`config.mk`:
```
export PLATFORM = sky130hd
export DESIGN_NAME = tcu_timer
export DESIGN_NICKNAME = d
export VERILOG_FILES = /design/src/rtl/tcu_pkg.sv /design/src/rtl/tcu_tick_gen.sv /design/src/rtl/tcu_timer.sv
export SDC_FILE = /design/constraint.sdc
export NUM_CORES = 1
export LEC_CHECK = 0
export ABC_AREA = 0
export ABC_CLOCK_PERIOD_IN_PS = 3600
export BUFFER_PORTS_ARGS = -buffer_cell sky130_fd_sc_hd__buf_2
export CAP_MARGIN = 20
export CORE_MARGIN = 5
export CORE_UTILIZATION = 40
export DETAILED_ROUTE_END_ITERATION = 12
export GPL_TIMING_DRIVEN = 1
export SLEW_MARGIN = 5
export SYNTH_ARGS = -nofsm -noshare
export SYNTH_HDL_FRONTEND = slang
export SYNTH_SLANG_ARGS = --single-unit
```
`constraint.sdc`:
```
create_clock -name core_clk -period 3.6 [get_ports core_clk]
set_input_delay 0 -clock core_clk [delete_from_list [all_inputs] [get_ports core_clk]]
set_output_delay 0 -clock core_clk [all_outputs]
set_load 0.005 [all_outputs]
```
`src/rtl/tcu_pkg.sv`:
```
// Shared constants for the 8-bit timer counter unit
package tcu_pkg;
  // Register bus geometry and count width
  localparam int          TCU_ADR_W      = 5;
  localparam int          TCU_DAT_W      = 32;
  localparam int          TCU_CNT_W      = 8;
  // Register byte offsets
  localparam logic [4:0]  TCU_OFF_CTRL_A = 5'h00;
  localparam logic [4:0]  TCU_OFF_CTRL_B = 5'h04;
  localparam logic [4:0]  TCU_OFF_COUNT  = 5'h08;
  localparam logic [4:0]  TCU_OFF_CMP_A  = 5'h0C;
  localparam logic [4:0]  TCU_OFF_CMP_B  = 5'h10;
  localparam logic [4:0]  TCU_OFF_FLAGS  = 5'h14;
  localparam logic [4:0]  TCU_OFF_MASK   = 5'h18;
  // Field positions
  localparam int          TCU_FLD_WM_LO  = 0;
  localparam int          TCU_FLD_CS_LO  = 0;
  localparam int          TCU_FLD_WM2    = 3;
  localparam int          TCU_FLG_OVF    = 0;
  localparam int          TCU_FLG_MA     = 1;
  localparam int          TCU_FLG_MB     = 2;
  // Values after reset
  localparam logic [7:0]  TCU_RST_BYTE   = 8'h00;
  localparam logic [2:0]  TCU_RST_FLAGS  = 3'h0;
  localparam logic [9:0]  TCU_RST_PRESC  = 10'h000;
  // Count limits
  localparam logic [7:0]  TCU_BOTTOM     = 8'h00;
  localparam logic [7:0]  TCU_MAX        = 8'hFF;
  // Clock select codes
  localparam logic [2:0]  TCU_CS_NONE    = 3'h0;
  localparam logic [2:0]  TCU_CS_DIV1    = 3'h1;
  localparam logic [2:0]  TCU_CS_DIV8    = 3'h2;
  localparam logic [2:0]  TCU_CS_DIV64   = 3'h3;
  localparam logic [2:0]  TCU_CS_DIV256  = 3'h4;
  localparam logic [2:0]  TCU_CS_DIV1024 = 3'h5;
  localparam logic [2:0]  TCU_CS_EXT_FALL = 3'h6;
  localparam logic [2:0]  TCU_CS_EXT_RISE = 3'h7;
  // Prescaler tap widths (divide by two to the power)
  localparam int          TCU_TAP_DIV8    = 3;
  localparam int          TCU_TAP_DIV64   = 6;
  localparam int          TCU_TAP_DIV256  = 8;
  localparam int          TCU_TAP_DIV1024 = 10;
  // Waveform modes
  localparam logic [2:0]  TCU_WM_NORMAL   = 3'h0;
  localparam logic [2:0]  TCU_WM_PC_MAX   = 3'h1;
  localparam logic [2:0]  TCU_WM_CTC      = 3'h2;
  localparam logic [2:0]  TCU_WM_FAST_MAX = 3'h3;
  localparam logic [2:0]  TCU_WM_PC_CMPA  = 3'h5;
  localparam logic [2:0]  TCU_WM_FAST_CMPA = 3'h7;
endpackage

```
`src/rtl/tcu_tick_gen.sv`:
```
// Clock select: prescaler taps or synchronised external pin edge as a tick enable
module tcu_tick_gen (
  // Clock and reset
  input  wire logic                 core_clk,
  input  wire logic                 sys_rst,
  // Selection
  input  wire logic [2:0]           clock_select,
  // External pin, asynchronous
  input  wire logic                 ext_clock_pin,
  // Tick enable
  output logic                      timer_tick
);
  import tcu_pkg::*;

  typedef struct packed {
    logic [9:0] presc;
    logic       pin_s1;
    logic       pin_s2;
    logic       pin_s3;
  } tcu_tick_state_type;

  tcu_tick_state_type st;
  tcu_tick_state_type next_st;

  function automatic logic tap_hit(input logic [9:0] cnt, input int bits);
    logic hit;
    hit = 1'b1;
    for (int i = 0; i < bits; i++) begin
      hit = hit & cnt[i];
    end
    return hit;
  endfunction

  always_comb begin
    next_st        = st;
    // Free-running prescaler, shared by the /8, /64, /256 and /1024 rates
    next_st.presc  = st.presc + 10'h001;
    next_st.pin_s1 = ext_clock_pin;
    next_st.pin_s2 = st.pin_s1;
    next_st.pin_s3 = st.pin_s2;
  end

  always_ff @(posedge core_clk) begin
    if (sys_rst) begin
      st <= '0;
    end else begin
      st <= next_st;
    end
  end

  // Edge detection reads only the second and third stages
  always_comb begin
    case (clock_select)
      TCU_CS_NONE:     timer_tick = 1'b0;
      TCU_CS_DIV1:     timer_tick = 1'b1;
      TCU_CS_DIV8:     timer_tick = tap_hit(st.presc, TCU_TAP_DIV8);
      TCU_CS_DIV64:    timer_tick = tap_hit(st.presc, TCU_TAP_DIV64);
      TCU_CS_DIV256:   timer_tick = tap_hit(st.presc, TCU_TAP_DIV256);
      TCU_CS_DIV1024:  timer_tick = tap_hit(st.presc, TCU_TAP_DIV1024);
      TCU_CS_EXT_FALL: timer_tick = st.pin_s3 & ~st.pin_s2;
      default:         timer_tick = st.pin_s2 & ~st.pin_s3;
    endcase
  end
endmodule

```
`src/rtl/tcu_timer.sv`:
```
// Timer counter unit: count register, two compare channels, flags, Wishbone slave
// Notes on behaviour
// - Count value and both compare values are eight bits wide.
// - Every interrupt request shows as a bit in the flag register.
// - Each request is gated by its own mask bit.
// - Counter ticks from the internal prescaler or the external pin.
// - Clock select picks source and edge; its output is the tick.
// - Clock select zero means no tick: the counter stops.
// - Both compare values are compared with the count at all times.
// - A compare match sets that channel's flag.
// - Bottom is count 0x00, max is count 0xFF.
// - Top is 0xFF or compare A, chosen by mode.
// - Each tick clears, increments or decrements the count per mode and direction.
// - Software reads and writes the count with or without ticks.
// - A software count write beats any clear or count that cycle.
// - Mode comes from two bits in control A and one in control B.
// - Overflow flag is set at mode-defined points and can request an interrupt.
// - The clear signal zeroes every count bit.
// - Top and bottom indications are given for the count.
// - Compare values are double buffered.
// - Buffering applies only in PWM modes; otherwise writes are direct.
// - Normal mode counts up, wraps 0xFF to 0x00, sets overflow then.
// - Clear-on-match mode clears the count when it equals compare A.
module tcu_timer (
  // Clock and reset
  input  wire logic                          core_clk,
  input  wire logic                          sys_rst,
  // Wishbone classic slave
  input  wire logic                          wb_cyc_i,
  input  wire logic                          wb_stb_i,
  input  wire logic                          wb_we_i,
  input  wire logic [tcu_pkg::TCU_ADR_W-1:0] wb_adr_i,
  input  wire logic [3:0]                    wb_sel_i,
  input  wire logic [tcu_pkg::TCU_DAT_W-1:0] wb_dat_i,
  output logic      [tcu_pkg::TCU_DAT_W-1:0] wb_dat_o,
  output logic                               wb_ack_o,
  // External clock pin
  input  wire logic                          ext_clock_pin,
  // Interrupt requests: overflow, match A, match B
  output logic      [2:0]                    timer_irq_req,
  // Waveform generator side
  output logic                               match_a_pulse,
  output logic                               match_b_pulse,
  output logic                               count_at_top,
  output logic                               count_at_bottom,
  output logic                               count_at_max,
  output logic                               count_down
);
  import tcu_pkg::*;

  typedef struct packed {
    logic [7:0] count_value;
    logic       dir_down;
    logic [7:0] compare_a_value;
    logic [7:0] compare_b_value;
    logic [7:0] buf_a;
    logic [7:0] buf_b;
    logic [1:0] timer_ctrl_a;
    logic [3:0] timer_ctrl_b;
    logic [2:0] timer_irq_flags;
    logic [2:0] timer_irq_mask;
    logic       block;
    logic       ack;
    logic [7:0] rdata;
    logic       hit_a;
    logic       hit_b;
  } tcu_state_type;

  tcu_state_type st;
  tcu_state_type next_st;

  logic       timer_tick;
  logic [2:0] clock_select;
  logic [2:0] wave_mode;
  logic       pwm_mode;
  logic       phase_mode;
  logic [7:0] top_value;
  logic       eq_a;
  logic       eq_b;
  logic       at_top;
  logic       ovf_event;
  logic       wr_go;
  logic       wr_count;
  logic       wr_cmp_a;
  logic       wr_cmp_b;
  logic       clear_count;
  logic [7:0] wbyte;

  function automatic logic [7:0] top_of(input logic [2:0] mode, input logic [7:0] cmp_a);
    if (mode == TCU_WM_CTC || mode == TCU_WM_PC_CMPA || mode == TCU_WM_FAST_CMPA) begin
      return cmp_a;
    end else begin
      return TCU_MAX;
    end
  endfunction

  tcu_tick_gen u_tick (
    .core_clk      (core_clk),
    .sys_rst       (sys_rst),
    .clock_select  (clock_select),
    .ext_clock_pin (ext_clock_pin),
    .timer_tick    (timer_tick)
  );

  // Mode decode
  assign clock_select = st.timer_ctrl_b[TCU_FLD_CS_LO +: 3];
  assign wave_mode    = {st.timer_ctrl_b[TCU_FLD_WM2],
                         st.timer_ctrl_a[TCU_FLD_WM_LO +: 2]};
  assign pwm_mode     = wave_mode[0];
  assign phase_mode   = (wave_mode == TCU_WM_PC_MAX) || (wave_mode == TCU_WM_PC_CMPA);
  assign top_value    = top_of(wave_mode, st.compare_a_value);
  assign eq_a         = (st.count_value == st.compare_a_value);
  assign eq_b         = (st.count_value == st.compare_b_value);
  assign at_top       = (st.count_value == top_value);

  // Bus write strobe: a write lands on the edge where the master sees ack
  assign wr_go    = wb_cyc_i & wb_stb_i & wb_we_i & st.ack & wb_sel_i[0];
  assign wbyte    = wb_dat_i[7:0];
  assign wr_count = wr_go && (wb_adr_i == TCU_OFF_COUNT);
  assign wr_cmp_a = wr_go && (wb_adr_i == TCU_OFF_CMP_A);
  assign wr_cmp_b = wr_go && (wb_adr_i == TCU_OFF_CMP_B);

  always_comb begin
    next_st     = st;
    ovf_event   = 1'b0;
    clear_count = 1'b0;
    next_st.hit_a = 1'b0;
    next_st.hit_b = 1'b0;
    // Counting happens only on a tick, never on its own clock
    if (timer_tick) begin
      if (phase_mode) begin
        if (!st.dir_down && at_top) begin
          next_st.dir_down    = 1'b1;
          next_st.count_value = st.count_value - 8'h01;
        end else if (st.dir_down && st.count_value == TCU_BOTTOM) begin
          next_st.dir_down    = 1'b0;
          next_st.count_value = st.count_value + 8'h01;
          ovf_event           = 1'b1;
        end else if (st.dir_down) begin
          next_st.count_value = st.count_value - 8'h01;
        end else begin
          next_st.count_value = st.count_value + 8'h01;
        end
      end else begin
        next_st.dir_down = 1'b0;
        if (wave_mode == TCU_WM_CTC) begin
          clear_count = eq_a;
          ovf_event   = (st.count_value == TCU_MAX);
        end else if (pwm_mode) begin
          clear_count = at_top;
          ovf_event   = at_top;
        end else begin
          ovf_event   = (st.count_value == TCU_MAX);
        end
        if (clear_count) begin
          next_st.count_value = TCU_BOTTOM;
        end else begin
          next_st.count_value = st.count_value + 8'h01;
        end
      end
      // Match is seen on the tick after a count write only if not blocked
      next_st.hit_a = eq_a & ~st.block;
      next_st.hit_b = eq_b & ~st.block;
      next_st.block = 1'b0;
      // Buffered compare values move over at top so no odd pulse appears
      if (pwm_mode && at_top && !st.dir_down) begin
        next_st.compare_a_value = st.buf_a;
        next_st.compare_b_value = st.buf_b;
      end
    end

    // Bus answer: ack one cycle after the request, read data with it
    next_st.ack = wb_cyc_i & wb_stb_i & ~st.ack;
    if (wb_cyc_i && wb_stb_i && !st.ack) begin
      if (wb_adr_i == TCU_OFF_CTRL_A) begin
        next_st.rdata = {6'h00, st.timer_ctrl_a};
      end else if (wb_adr_i == TCU_OFF_CTRL_B) begin
        next_st.rdata = {4'h0, st.timer_ctrl_b};
      end else if (wb_adr_i == TCU_OFF_COUNT) begin
        next_st.rdata = st.count_value;
      end else if (wb_adr_i == TCU_OFF_CMP_A) begin
        next_st.rdata = st.buf_a;
      end else if (wb_adr_i == TCU_OFF_CMP_B) begin
        next_st.rdata = st.buf_b;
      end else if (wb_adr_i == TCU_OFF_FLAGS) begin
        next_st.rdata = {5'h00, st.timer_irq_flags};
      end else if (wb_adr_i == TCU_OFF_MASK) begin
        next_st.rdata = {5'h00, st.timer_irq_mask};
      end else begin
        next_st.rdata = TCU_RST_BYTE;
      end
    end

    if (wr_go && wb_adr_i == TCU_OFF_CTRL_A) begin
      next_st.timer_ctrl_a = wbyte[1:0];
    end
    if (wr_go && wb_adr_i == TCU_OFF_CTRL_B) begin
      next_st.timer_ctrl_b = wbyte[3:0];
    end
    if (wr_go && wb_adr_i == TCU_OFF_MASK) begin
      next_st.timer_irq_mask = wbyte[2:0];
    end
    // Software count write overrides clear and count, and blocks the next match
    if (wr_count) begin
      next_st.count_value = wbyte;
      next_st.block       = 1'b1;
    end
    if (wr_cmp_a) begin
      next_st.buf_a = wbyte;
      if (!pwm_mode) begin
        next_st.compare_a_value = wbyte;
      end
    end
    if (wr_cmp_b) begin
      next_st.buf_b = wbyte;
      if (!pwm_mode) begin
        next_st.compare_b_value = wbyte;
      end
    end
    // Leaving PWM the buffer must not hold a stale value over direct writes
    if (!pwm_mode && !wr_cmp_a) begin
      next_st.buf_a = next_st.compare_a_value;
    end
    if (!pwm_mode && !wr_cmp_b) begin
      next_st.buf_b = next_st.compare_b_value;
    end

    // Flags clear by writing one; a set in the same cycle wins
    next_st.timer_irq_flags = st.timer_irq_flags;
    if (wr_go && wb_adr_i == TCU_OFF_FLAGS) begin
      next_st.timer_irq_flags = st.timer_irq_flags & ~wbyte[2:0];
    end
    if (ovf_event) begin
      next_st.timer_irq_flags[TCU_FLG_OVF] = 1'b1;
    end
    if (st.hit_a) begin
      next_st.timer_irq_flags[TCU_FLG_MA] = 1'b1;
    end
    if (st.hit_b) begin
      next_st.timer_irq_flags[TCU_FLG_MB] = 1'b1;
    end
  end

  always_ff @(posedge core_clk) begin
    if (sys_rst) begin
      st <= '0;
    end else begin
      st <= next_st;
    end
  end

  assign wb_ack_o        = st.ack;
  assign wb_dat_o        = {24'h000000, st.rdata};
  assign timer_irq_req   = st.timer_irq_flags & st.timer_irq_mask;
  assign match_a_pulse   = st.hit_a;
  assign match_b_pulse   = st.hit_b;
  assign count_at_top    = at_top;
  assign count_at_bottom = (st.count_value == TCU_BOTTOM);
  assign count_at_max    = (st.count_value == TCU_MAX);
  assign count_down      = st.dir_down;

  property p_count_write;
    @(posedge core_clk) disable iff (sys_rst)
      wr_count |=> st.count_value == $past(wbyte);
  endproperty
  a_count_write: assert property (p_count_write) else $error("count write lost");

  property p_stopped;
    @(posedge core_clk) disable iff (sys_rst)
      (clock_select == TCU_CS_NONE) && !wr_count |=> $stable(st.count_value);
  endproperty
  a_stopped: assert property (p_stopped) else $error("count moved while stopped");

  property p_normal_wrap;
    @(posedge core_clk) disable iff (sys_rst)
      timer_tick && wave_mode == TCU_WM_NORMAL && st.count_value == TCU_MAX && !wr_count
      |=> st.count_value == TCU_BOTTOM && st.timer_irq_flags[TCU_FLG_OVF];
  endproperty
  a_normal_wrap: assert property (p_normal_wrap) else $error("normal wrap wrong");

  property p_ctc_clear;
    @(posedge core_clk) disable iff (sys_rst)
      timer_tick && wave_mode == TCU_WM_CTC && eq_a && !wr_count
      |=> st.count_value == TCU_BOTTOM;
  endproperty
  a_ctc_clear: assert property (p_ctc_clear) else $error("no clear on match");

  property p_normal_inc;
    @(posedge core_clk) disable iff (sys_rst)
      timer_tick && wave_mode == TCU_WM_NORMAL && !wr_count
      |=> st.count_value == $past(st.count_value) + 8'h01;
  endproperty
  a_normal_inc: assert property (p_normal_inc) else $error("no increment");

  property p_match_flag;
    @(posedge core_clk) disable iff (sys_rst)
      timer_tick && eq_a && !st.block ##1 !wr_go |=> st.timer_irq_flags[TCU_FLG_MA];
  endproperty
  a_match_flag: assert property (p_match_flag) else $error("match A flag missing");

  property p_irq_gate;
    @(posedge core_clk) disable iff (sys_rst)
      !st.timer_irq_mask[TCU_FLG_OVF] |-> !timer_irq_req[TCU_FLG_OVF];
  endproperty
  a_irq_gate: assert property (p_irq_gate) else $error("masked request raised");

  property p_direct_cmp;
    @(posedge core_clk) disable iff (sys_rst)
      wr_cmp_a && !pwm_mode |=> st.compare_a_value == $past(wbyte);
  endproperty
  a_direct_cmp: assert property (p_direct_cmp) else $error("direct compare write lost");

  property p_buffered_cmp;
    @(posedge core_clk) disable iff (sys_rst)
      pwm_mode && wr_cmp_a && !(timer_tick && at_top) |=> $stable(st.compare_a_value);
  endproperty
  a_buffered_cmp: assert property (p_buffered_cmp) else $error("buffer bypassed");

  property p_flag_read;
    @(posedge core_clk) disable iff (sys_rst)
      wb_cyc_i && wb_stb_i && !st.ack && wb_adr_i == TCU_OFF_FLAGS
      |=> wb_ack_o && wb_dat_o[2:0] == $past(st.timer_irq_flags);
  endproperty
  a_flag_read: assert property (p_flag_read) else $error("flag read wrong");

  property p_phase_bottom;
    @(posedge core_clk) disable iff (sys_rst)
      timer_tick && phase_mode && st.dir_down && st.count_value == TCU_BOTTOM && !wr_count
      |=> !st.dir_down && st.timer_irq_flags[TCU_FLG_OVF];
  endproperty
  a_phase_bottom: assert property (p_phase_bottom) else $error("no turn at bottom");

  property p_fast_top;
    @(posedge core_clk) disable iff (sys_rst)
      timer_tick && pwm_mode && !phase_mode && at_top && !wr_count
      |=> st.count_value == TCU_BOTTOM;
  endproperty
  a_fast_top: assert property (p_fast_top) else $error("fast mode missed top");

  c_overflow: cover property (@(posedge core_clk) disable iff (sys_rst)
    ovf_event && wave_mode == TCU_WM_NORMAL);
  c_ctc: cover property (@(posedge core_clk) disable iff (sys_rst)
    timer_tick && clear_count && wave_mode == TCU_WM_CTC);
  c_phase_turn: cover property (@(posedge core_clk) disable iff (sys_rst)
    phase_mode && ovf_event);
  c_match_b: cover property (@(posedge core_clk) disable iff (sys_rst) st.hit_b);
endmodule

```
==> impl_metrics.ini, run 1 <==
[status]
outcome = finished clean

[clock_network]
h-tree-depth = 3
post_cts_buffers = 0
cts.sinks = 78
clockRootBuffer = clkbuf_8
cts_buffers = 9
cts_tree = yes
path_clk_slew_ns = 0.08
clock_latency_ns = 0.36
cts.path.max_buffers = 2

[finish]
nNetsFinal = 579
nFillCells = 1072
syn_to_final_growth_pct = 7.420
antenna_cells = 0
instances_no_fill = 672
drive_above_1_share = 0.1353

[timing]
hold_viol_final = 0
fin_setup_tns_ns = 0
fmax_ghz = 0.3327
period_needed_ns = 3.006
rsz0062_at_grt = false
layout_worst_path_cycle_share = 0.8349
final_max_slew_viol_count = 0
setup_violations = 0
worstMarginPinSlew_ns = 1.068
slew_headroom = 0.2827
fin_skew_ns = 0.008805

[power]
p_int_mw = 1.297
seq_power_share = 0.521
p_clk_frac = 0.425
power_mw = 1.681
power.leakage_nw = 1.997
swShare = 0.2283
net-switching-power_uw = 383.7
p_per_area_mw_per_mm2 = 354.2
max-vdd-ir-drop_uv = 156.6
p_comb_frac = 0.054

[run]
maxCapViolations = 0

[yosys]
synth-async-reset-ratio = 0
netlist_area_sq_mm = 0.004418
yosysSeqAreaShare = 0.3534
ys.flop_type = dfxtp_1
postSynthAreaPerCell_sq_um = 8.562
synthCells = 516
yosysWarnings = 0
ys_types = 59
synth_edf_count = 0
ys_ff_latch = 78

[placed_design]
place_inst = 650
globalplace.congestion = 0.8359
io_buffer_count = 37
place_hpwl_um = 8072

[setup_path]
crit_type = reg -> reg
critical_path_arrival_ns = 3.25
rrSetupSlack_ns = 0.59
crit_start = st[59]
cpPeakStageDelay_ns = 0.64
cp.required_ns = 3.84
crit_path_max_fanout = 12
worst_r2r_startpoint = st[59]
start_kind = flop
critPathTopFamily = simple AND/OR/NAND/NOR gates
cp_slowest_cell = dfxtp_1
crit_chain = xnor2_1 > nand4_1 > or3_4 > a21oi_4 > a41oi_4 > or4_4 > a31o_1 > a221o_1
path_buf_inv = 0
crit_path_end_kind = flop

[die]
core_area_sq_mm = 0.01084
die_w_um = 115.1
start_util = 0.4075
row_count = 38
die-height_um = 115.1
die_area_sq_mm = 0.01325
io_pins = 89

[grt]
grt_pass1_vias = 3487
grt_pass1_wl_um = 18130
antenna_found_initial = 0
grt_max_degree = 78
grt.overflow.total = 0
grtUsageTotal = 0.1733

[detailed_routing]
wl_per_cell_um = 16.66
via_per_inst = 5.478
drt_pass1_iterations = 5
final_antenna_net_count = 0
vias = 3681
drc = 0
routed_wl_um = 11190
drtIter0Drc = 318

[worst_hold_path]
hold_path.class = in -> reg
min-delay-start = wb_dat_i[3]
[area by class of cell]
cell class / count / area (sq um) / area share
multi-input cells: 375 / 2450 / 0.5162
flip-flops and latches: 78 / 1562 / 0.3290
repair buffers: 48 / 282.8 / 0.05958
clock buffers: 14 / 182.7 / 0.03849
well taps: 140 / 175.2 / 0.03691
inverters: 15 / 56.30 / 0.01186
clock inverters: 2 / 37.54 / 0.007909
[cells by family (layout without fill, tap and decap cells)]
| logic type | Yosys count | after routing | synth area share |
|---|---|---|---|
| AOI/OAI and AO/OA | 97 | 97 | 0.1685 |
| muxes | 50 | 50 | 0.1144 |
| and+or+nand+nor | 177 | 177 | 0.1934 |
| adders and majority gates | 5 | 5 | 0.01416 |
| other | 1 | 24 | 0.0008488 |
| DFF | 78 | 78 | 0.3534 |
| buffers and inverters | 86 | 79 | 0.1116 |
| xor gates and xnor gates | 22 | 22 | 0.04361 |
[stage by stage]
step	hold WS (ns)	area (sq um)	worst slack (ns)	utilization
finish	0.01568	4746	0.5942	0.4378
global route	0.02316	4746	0.4400	0.4378
CTS	0.005368	4746	0.6126	0.4378
detailed placement	0.2285	4466	0.6183	0.4119
global placement	0.2134	4466	0.6965	0.4119
floorplan	0.1282	4504	1.024	-
[layout by cell type, fill, tap and decap left out, drive strengths merged, types with 4 or more instances in the layout]
cell type | synthesis | routed
a211oi | 36 | 36
buf | 48 | 42
inv | 15 | 15
nand2b | 7 | 7
nor2b | 7 | 7
a221oi | 4 | 4
dlygate4sd3 | 0 | 6
o21ai | 4 | 4
nor3 | 8 | 8
a21oi | 18 | 18
and3 | 9 | 9
and2 | 4 | 4
a221o | 4 | 4
or3 | 4 | 4
conb | 1 | 24
mux2 | 4 | 4
nand2 | 27 | 27
ha | 5 | 5
mux2i | 46 | 46
clkbuf | 23 | 14
xor2 | 15 | 15
a222oi | 4 | 4
dfxtp | 78 | 78
nand3 | 18 | 18
nor2 | 75 | 75
nor4 | 7 | 7
xnor2 | 7 | 7
[flip-flops by register name, indices dropped and copies added (netlist names)]
name	cells
st	49
u_tick.st	11
wb_dat_o	8
clock_select	3
u_tick.next_st	2
count_down	1
match_a_pulse	1
match_b_pulse	1
pwm_mode	1
wb_ack_o	1
[worst register-to-register path, cell delays in order (launching register included)]
cell     delay [ns]
dfxtp_1        0.64
xnor2_1        0.18
nand4_1        0.18
or3_4          0.42
a21oi_4        0.20
a41oi_4        0.25
or4_4          0.49
a31o_1         0.23
a221o_1        0.29
[worst paths after layout]
check                      endpoint  depth (start not counted)
setup / recovery             st[60]                          8
hold / removal               st[27]                          3
setup reg to reg             st[60]                          8
hold reg to reg   u_tick.next_st[0]                          1
[metal layers]
metal / global-route usage / wire, um / vias up
met3: 0.03684 / 686 / 20
met5: 0 / 0 / -
met1: 0.2362 / 5047 / 1746
met4: 0.06729 / 263 / 0
li1: - / - / 1802
met2: 0.2685 / 5195 / 113
[synth_stat cells (7+ instances only)]
library cell | n | area [sq um]
nor3_1 | 7 | 35.03
buf_4 | 35 | 262.8
nor2b_1 | 7 | 43.79
a211oi_1 | 36 | 270.3
mux2i_1 | 46 | 460.4
and3_1 | 9 | 56.30
inv_1 | 14 | 52.55
dfxtp_1 | 78 | 1562
nand2b_1 | 7 | 43.79
xnor2_1 | 7 | 61.31
nor4_1 | 7 | 43.79
nand2_1 | 27 | 101.4
xor2_1 | 15 | 131.4
clkbuf_1 | 22 | 82.58
nor2_1 | 75 | 281.5
a21oi_1 | 17 | 85.08
nand3_1 | 18 | 90.09
[power by group through the flow]
stage	combinational [mW]	sequential (mW)	clock, mW
finish	0.0907	0.876	0.714
global route	0.101	0.878	0.767
CTS	0.0899	0.876	0.726
detailed placement	0.0845	0.897	0
global placement	0.0826	0.897	0
floorplan	0.0762	0.893	0
[what timing repair did]
| action | CTS | global route |
|---|---|---|
| hold buffers | 6 | 0 |
| hold endpoints to repair | 21 | 0 |
| gates resized for setup | 0 | 0 |
Note: power is estimated with default switching activity, not from simulation.
==> inputs of run 2 (changes only) <==
Settings changed: ABC_CLOCK_PERIOD_IN_PS 3600 to 2940.
Clock period 3.6 ns to 2.94 ns, I/O delays scaled along.
==> run 2 against run 1 <==
  * Sequential share of layout area fell by 0.67 points
  * Register-to-register slack got worse by 0.46 ns
  * Global-route usage rose by 0.30 points
  * Highest routed layer unchanged
  * Worst hold slack got worse by 0.0043 ns
  * Fmax rose by 7.3%
  * Non-clock buffer count rose by 9
  * Critical path depth did not move
  * Sequential power rose by 22%
  * Cell count rose by 1.3%
  * Clock skew rose by 0.0029 ns
  * Worst setup slack got worse by 0.46 ns
  * Via count rose by 1.3%
==> impl_metrics.ini, run 2 (synthesis results as in run 1) <==
[setup_path]
crit_chain = xnor2_1 > nand4_1 > or3_4 > a21oi_4 > or4b_1 > buf_12 > mux2i_1 > a211oi_1
timing.rr.end = st[44]
crit_path_end_kind = flop
crit_path_max_fanout = 16
crit_type = reg -> reg
r2r_cells = 8
critical_path_arrival_ns = 3.05
cpPeakStageDelay_ns = 0.56
cp.required_ns = 3.19
worst_r2r_startpoint = st[59]
start_kind = flop
rrSetupSlack_ns = 0.14
cp_slowest_cell = dfxtp_1

[timing]
finalWorstSetupSlack_ns = 0.1380
setup_violations = 0
worstMarginPinSlew_ns = 0.8966
fin_skew_ns = 0.01168
period_needed_ns = 2.802
layout_worst_path_cycle_share = 0.9531
fmax_ghz = 0.3569
slew_headroom = 0.3968
fin_setup_tns_ns = 0
hold_viol_final = 0
rsz0062_at_grt = false
final_max_slew_viol_count = 0
hold-worst-slack_ns = 0.01141

[clock_network]
cts.sinks = 78
clock_latency_ns = 0.35
clockRootBuffer = clkbuf_8
cts_tree = yes
h-tree-depth = 3
cts_buffers = 9
path_clk_slew_ns = 0.08
cts.path.max_buffers = 2

[power]
p_comb_frac = 0.053
net-switching-power_uw = 495.2
p_clk_frac = 0.451
swShare = 0.2290
power.leakage_nw = 2.055
power_mw = 2.162
max-vdd-ir-drop_uv = 253.3
p_int_mw = 1.667
p_per_area_mw_per_mm2 = 445.6
seq_power_share = 0.496

[worst_hold_path]
holdPathEnd = st[60]
min-delay-start = wb_dat_i[3]
hold_path.class = in -> reg
worstHoldPathCells = 2

[finish]
antenna_cells = 0
largest_reg_flops = 49
final_cell_mix = dfxtp_1 (76), nor2_1 (75), mux2i_1 (46)
nNetsFinal = 588
instances_no_fill = 681
drive_above_1_share = 0.1553
final_common_cell = dfxtp_1
syn_to_final_growth_pct = 9.827
top_register = st

[placed_design]
place_hpwl_um = 8294
globalplace.congestion = 0.8455
preCtsSetupSlack_ns = 0.1268
place_inst = 659
io_buffer_count = 37

[die]
start_util = 0.4075
row_count = 38
io_pins = 89
die_area_sq_mm = 0.01325
die-height_um = 115.1
die_w_um = 115.1
core_area_sq_mm = 0.01084

[status]
outcome = finished clean

[detailed_routing]
drc = 0
drtIter0Drc = 373
wl_per_cell_um = 16.93
via_per_inst = 5.477
final_antenna_net_count = 0
drt_pass1_iterations = 5
vias = 3730
routed_wl_um = 11530

[grt]
grtUsageTotal = 0.1762
grt_pass1_wl_um = 18370
antenna_found_initial = 0
grt_pass1_vias = 3515
grt.overflow.total = 0
grt_max_degree = 78

[run]
maxCapViolations = 0
run 2: power groups by stage:
stage | Sequential [mW] | Clock, mW | Combinational (mW)
3_5_place_dp | 1.10 | 0 | 0.109
6_report | 1.07 | 0.975 | 0.116
5_1_grt | 1.07 | 1.04 | 0.127
4_1_cts | 1.07 | 0.989 | 0.115
2_1_floorplan | 1.09 | 0 | 0.0933
3_3_place_gp | 1.10 | 0 | 0.107
run 2: area by class of cell:
class | count | area (sq um)
repair buffers | 57 | 362.8
well taps | 140 | 175.2
flip-flops and latches | 78 | 1564
multi-input cells | 375 | 2456
inverters | 15 | 56.30
clock buffers | 10 | 127.6
clock inverters | 6 | 110.1
fillers | 1071 | 5988
run 2: routing by layer:
metal  up-vias  wire, um  track usage
li1       1820         -            -
met1      1804      5205       0.2332
met2       100      5616       0.2928
met3         6       603      0.02737
met4         0       101      0.06025
met5         -         0            0
run 2: per-stage QoR:
| step | area, sq um | util |
|---|---|---|
| final | 4852 | 0.4476 |
| after global routing | 4852 | 0.4476 |
| after CTS | 4843 | 0.4468 |
| after detailed placement | 4546 | 0.4193 |
| after global placement | 4546 | 0.4193 |
| after floorplan | 4504 | - |
run 2: worst max path at each step:
| stage | start | end | slack (ns) |
|---|---|---|---|
| 2_1_floorplan | st[57] | st[60] | 0.36 |
| 3_3_place_gp | st[58] | st[60] | 0.20 |
| 3_5_place_dp | st[58] | st[44] | 0.13 |
| 4_1_cts | st[58] | st[44] | 0.09 |
| 5_1_grt | st[59] | st[47] | 0.01 |
| 6_report | st[59] | st[44] | 0.14 |
run 2: critical path: cells and delay by family, from the launching register on:
family,cells,cell delay [ns]
and+or+nand+nor,3,1.14
DFF,1,0.56
AOI/OAI and AO/OA,2,0.49
buffers and inverters,1,0.20
xor gates and xnor gates,1,0.18
muxes,1,0.13
run 2: repair_timing:
item                                    CTS  global route
hold endpoints to repair                 17             0
endpoints found under the setup margin    0            12
hold buffers                              6             0
setup buffers                             0             0
resized for setup                         0             3
==> inputs of run 3 (changes only) <==
Settings changed: ABC_CLOCK_PERIOD_IN_PS 2940 to 2800, CTS_CLUSTER_SIZE set to 40.
Clock period 2.94 ns to 2.8 ns, I/O delays scaled along.
==> run 3 against run 2 <==
  * Combinational power increased by 5%
  * Clock power decreased by 11%
  * Total power decreased by 2.0%
  * Sequential power increased by 6%
  * Worst setup slack improved by 0.016 ns
  * Design area increased by 0.62%
  * Register-to-register slack improved by 0.02 ns
  * Fmax increased by 5.9%
  * Cell count increased by 1.3%
  * Largest cell class unchanged
  * Largest power group unchanged
  * Highest routed layer unchanged
==> impl_metrics.ini, run 3 (synthesis results as in run 1) <==
[status]
outcome = finished clean

[finish]
drive_above_1_share = 0.1709
final_common_cell = nor2_1
fin_area_sq_mm = 0.004882
final_cell_mix = nor2_1 (75), dfxtp_1 (74), mux2i_1 (46)
final_util = 0.4504
nFillCells = 1078
antenna_cells = 0
nNetsFinal = 597
syn_to_final_growth_pct = 10.51
top_register = st
largest_reg_flops = 49
instances_no_fill = 690

[clock_network]
cts.sinks = 78
clock_latency_ns = 0.35
cts.path.max_buffers = 2
h-tree-depth = 3
cts_tree = yes
post_cts_buffers = 0
path_clk_slew_ns = 0.09
clockRootBuffer = clkbuf_8
cts_buffers = 9

[setup_path]
cp.required_ns = 3.05
crit_path_max_fanout = 16
crit_type = reg -> reg
crit_path_end_kind = flop
critical_path_arrival_ns = 2.90
start_kind = flop

[power]
max-vdd-ir-drop_uv = 303.9
net-switching-power_uw = 518.9
p_comb_frac = 0.058
power.leakage_nw = 2.088
power_mw = 2.118
swShare = 0.2450
seq_power_share = 0.531
p_int_mw = 1.599
p_clk_frac = 0.411
p_per_area_mw_per_mm2 = 433.9

[detailed_routing]
drtIter0Drc = 254
vias = 3749
drc = 0
drt_pass1_iterations = 5
via_per_inst = 5.433
routed_wl_um = 11660
final_antenna_net_count = 0
wl_per_cell_um = 16.90

[die]
die_w_um = 115.1
io_pins = 89
die_area_sq_mm = 0.01325
row_count = 38
core_area_sq_mm = 0.01084
start_util = 0.4075
die-height_um = 115.1

[timing]
fmax_ghz = 0.3779
finalWorstSetupSlack_ns = 0.1537
setup_violations = 0
layout_worst_path_cycle_share = 0.9451
rsz0062_at_grt = false
worstMarginPinSlew_ns = 0.9872
hold_viol_final = 0
fin_skew_ns = 0.01493
final_max_slew_viol_count = 0
period_needed_ns = 2.646
fin_setup_tns_ns = 0
hold-worst-slack_ns = 0.03435
slew_headroom = 0.3358

[placed_design]
place_inst = 667
io_buffer_count = 37
preCtsSetupSlack_ns = 0.1485
place_area_sq_mm = 0.004606
place_hpwl_um = 8378
globalplace.congestion = 0.8601

[grt]
grtUsageTotal = 0.1765
antenna_found_initial = 0
grt.overflow.total = 0
grt_pass1_wl_um = 18320
grt_pass1_vias = 3536
grt_max_degree = 66

[worst_hold_path]
hold_path.class = in -> reg

[run]
maxCapViolations = 0
-- run 3: area by class of cell --
cell class / count / area [sq um] / share of cell area
multi-input combinational: 375 / 2452 / 0.5023
sequential: 78 / 1567 / 0.3209
timing repair buffer: 66 / 432.9 / 0.08867
tap: 140 / 175.2 / 0.03588
clock buffer: 11 / 141.4 / 0.02896
clock inverter: 5 / 57.56 / 0.01179
inverter: 15 / 56.30 / 0.01153
-- run 3: worst paths after layout --
check	startpoint	end	slack (ns)	cells after the start
setup / recovery	st[62]	st[51]	0.15	8
hold / removal	sys_rst	st[28]	0.03	2
setup reg to reg	st[62]	st[51]	0.15	8
hold reg to reg	u_tick.st[3]	u_tick.st[3]	0.45	1
-- run 3: repair_timing --
item,CTS,global route
hold endpoints to repair,22,0
hold buffers,7,0
resized for setup,0,5
endpoints found under the setup margin,0,11
-- run 3: power groups by stage --
stage	clock (mW)	combinational [mW]	sequential (mW)
after floorplan	0	0.0980	1.15
after global placement	0	0.112	1.15
after detailed placement	0	0.114	1.15
after CTS	0.897	0.122	1.13
after global routing	0.936	0.135	1.13
final	0.871	0.122	1.13
-- run 3: critical path, stage by stage, from the launching register on --
cell and delay, ns:
dfxtp_1 0.51, nand4_2 0.16, nor4_1 0.38, nand2_1 0.17
a21oi_4 0.21, or4b_1 0.53, buf_12 0.21, mux2i_1 0.13
a211oi_1 0.25
-- run 3: routing by layer --
layer	track usage	up-vias	share of wire	routed length, um
li1	-	1842	-	-
met1	0.2284	1768	0.44	5167
met2	0.2901	120	0.47	5535
met3	0.03474	19	0.062	718
met4	0.06808	0	0.021	241
met5	0	-	0	0
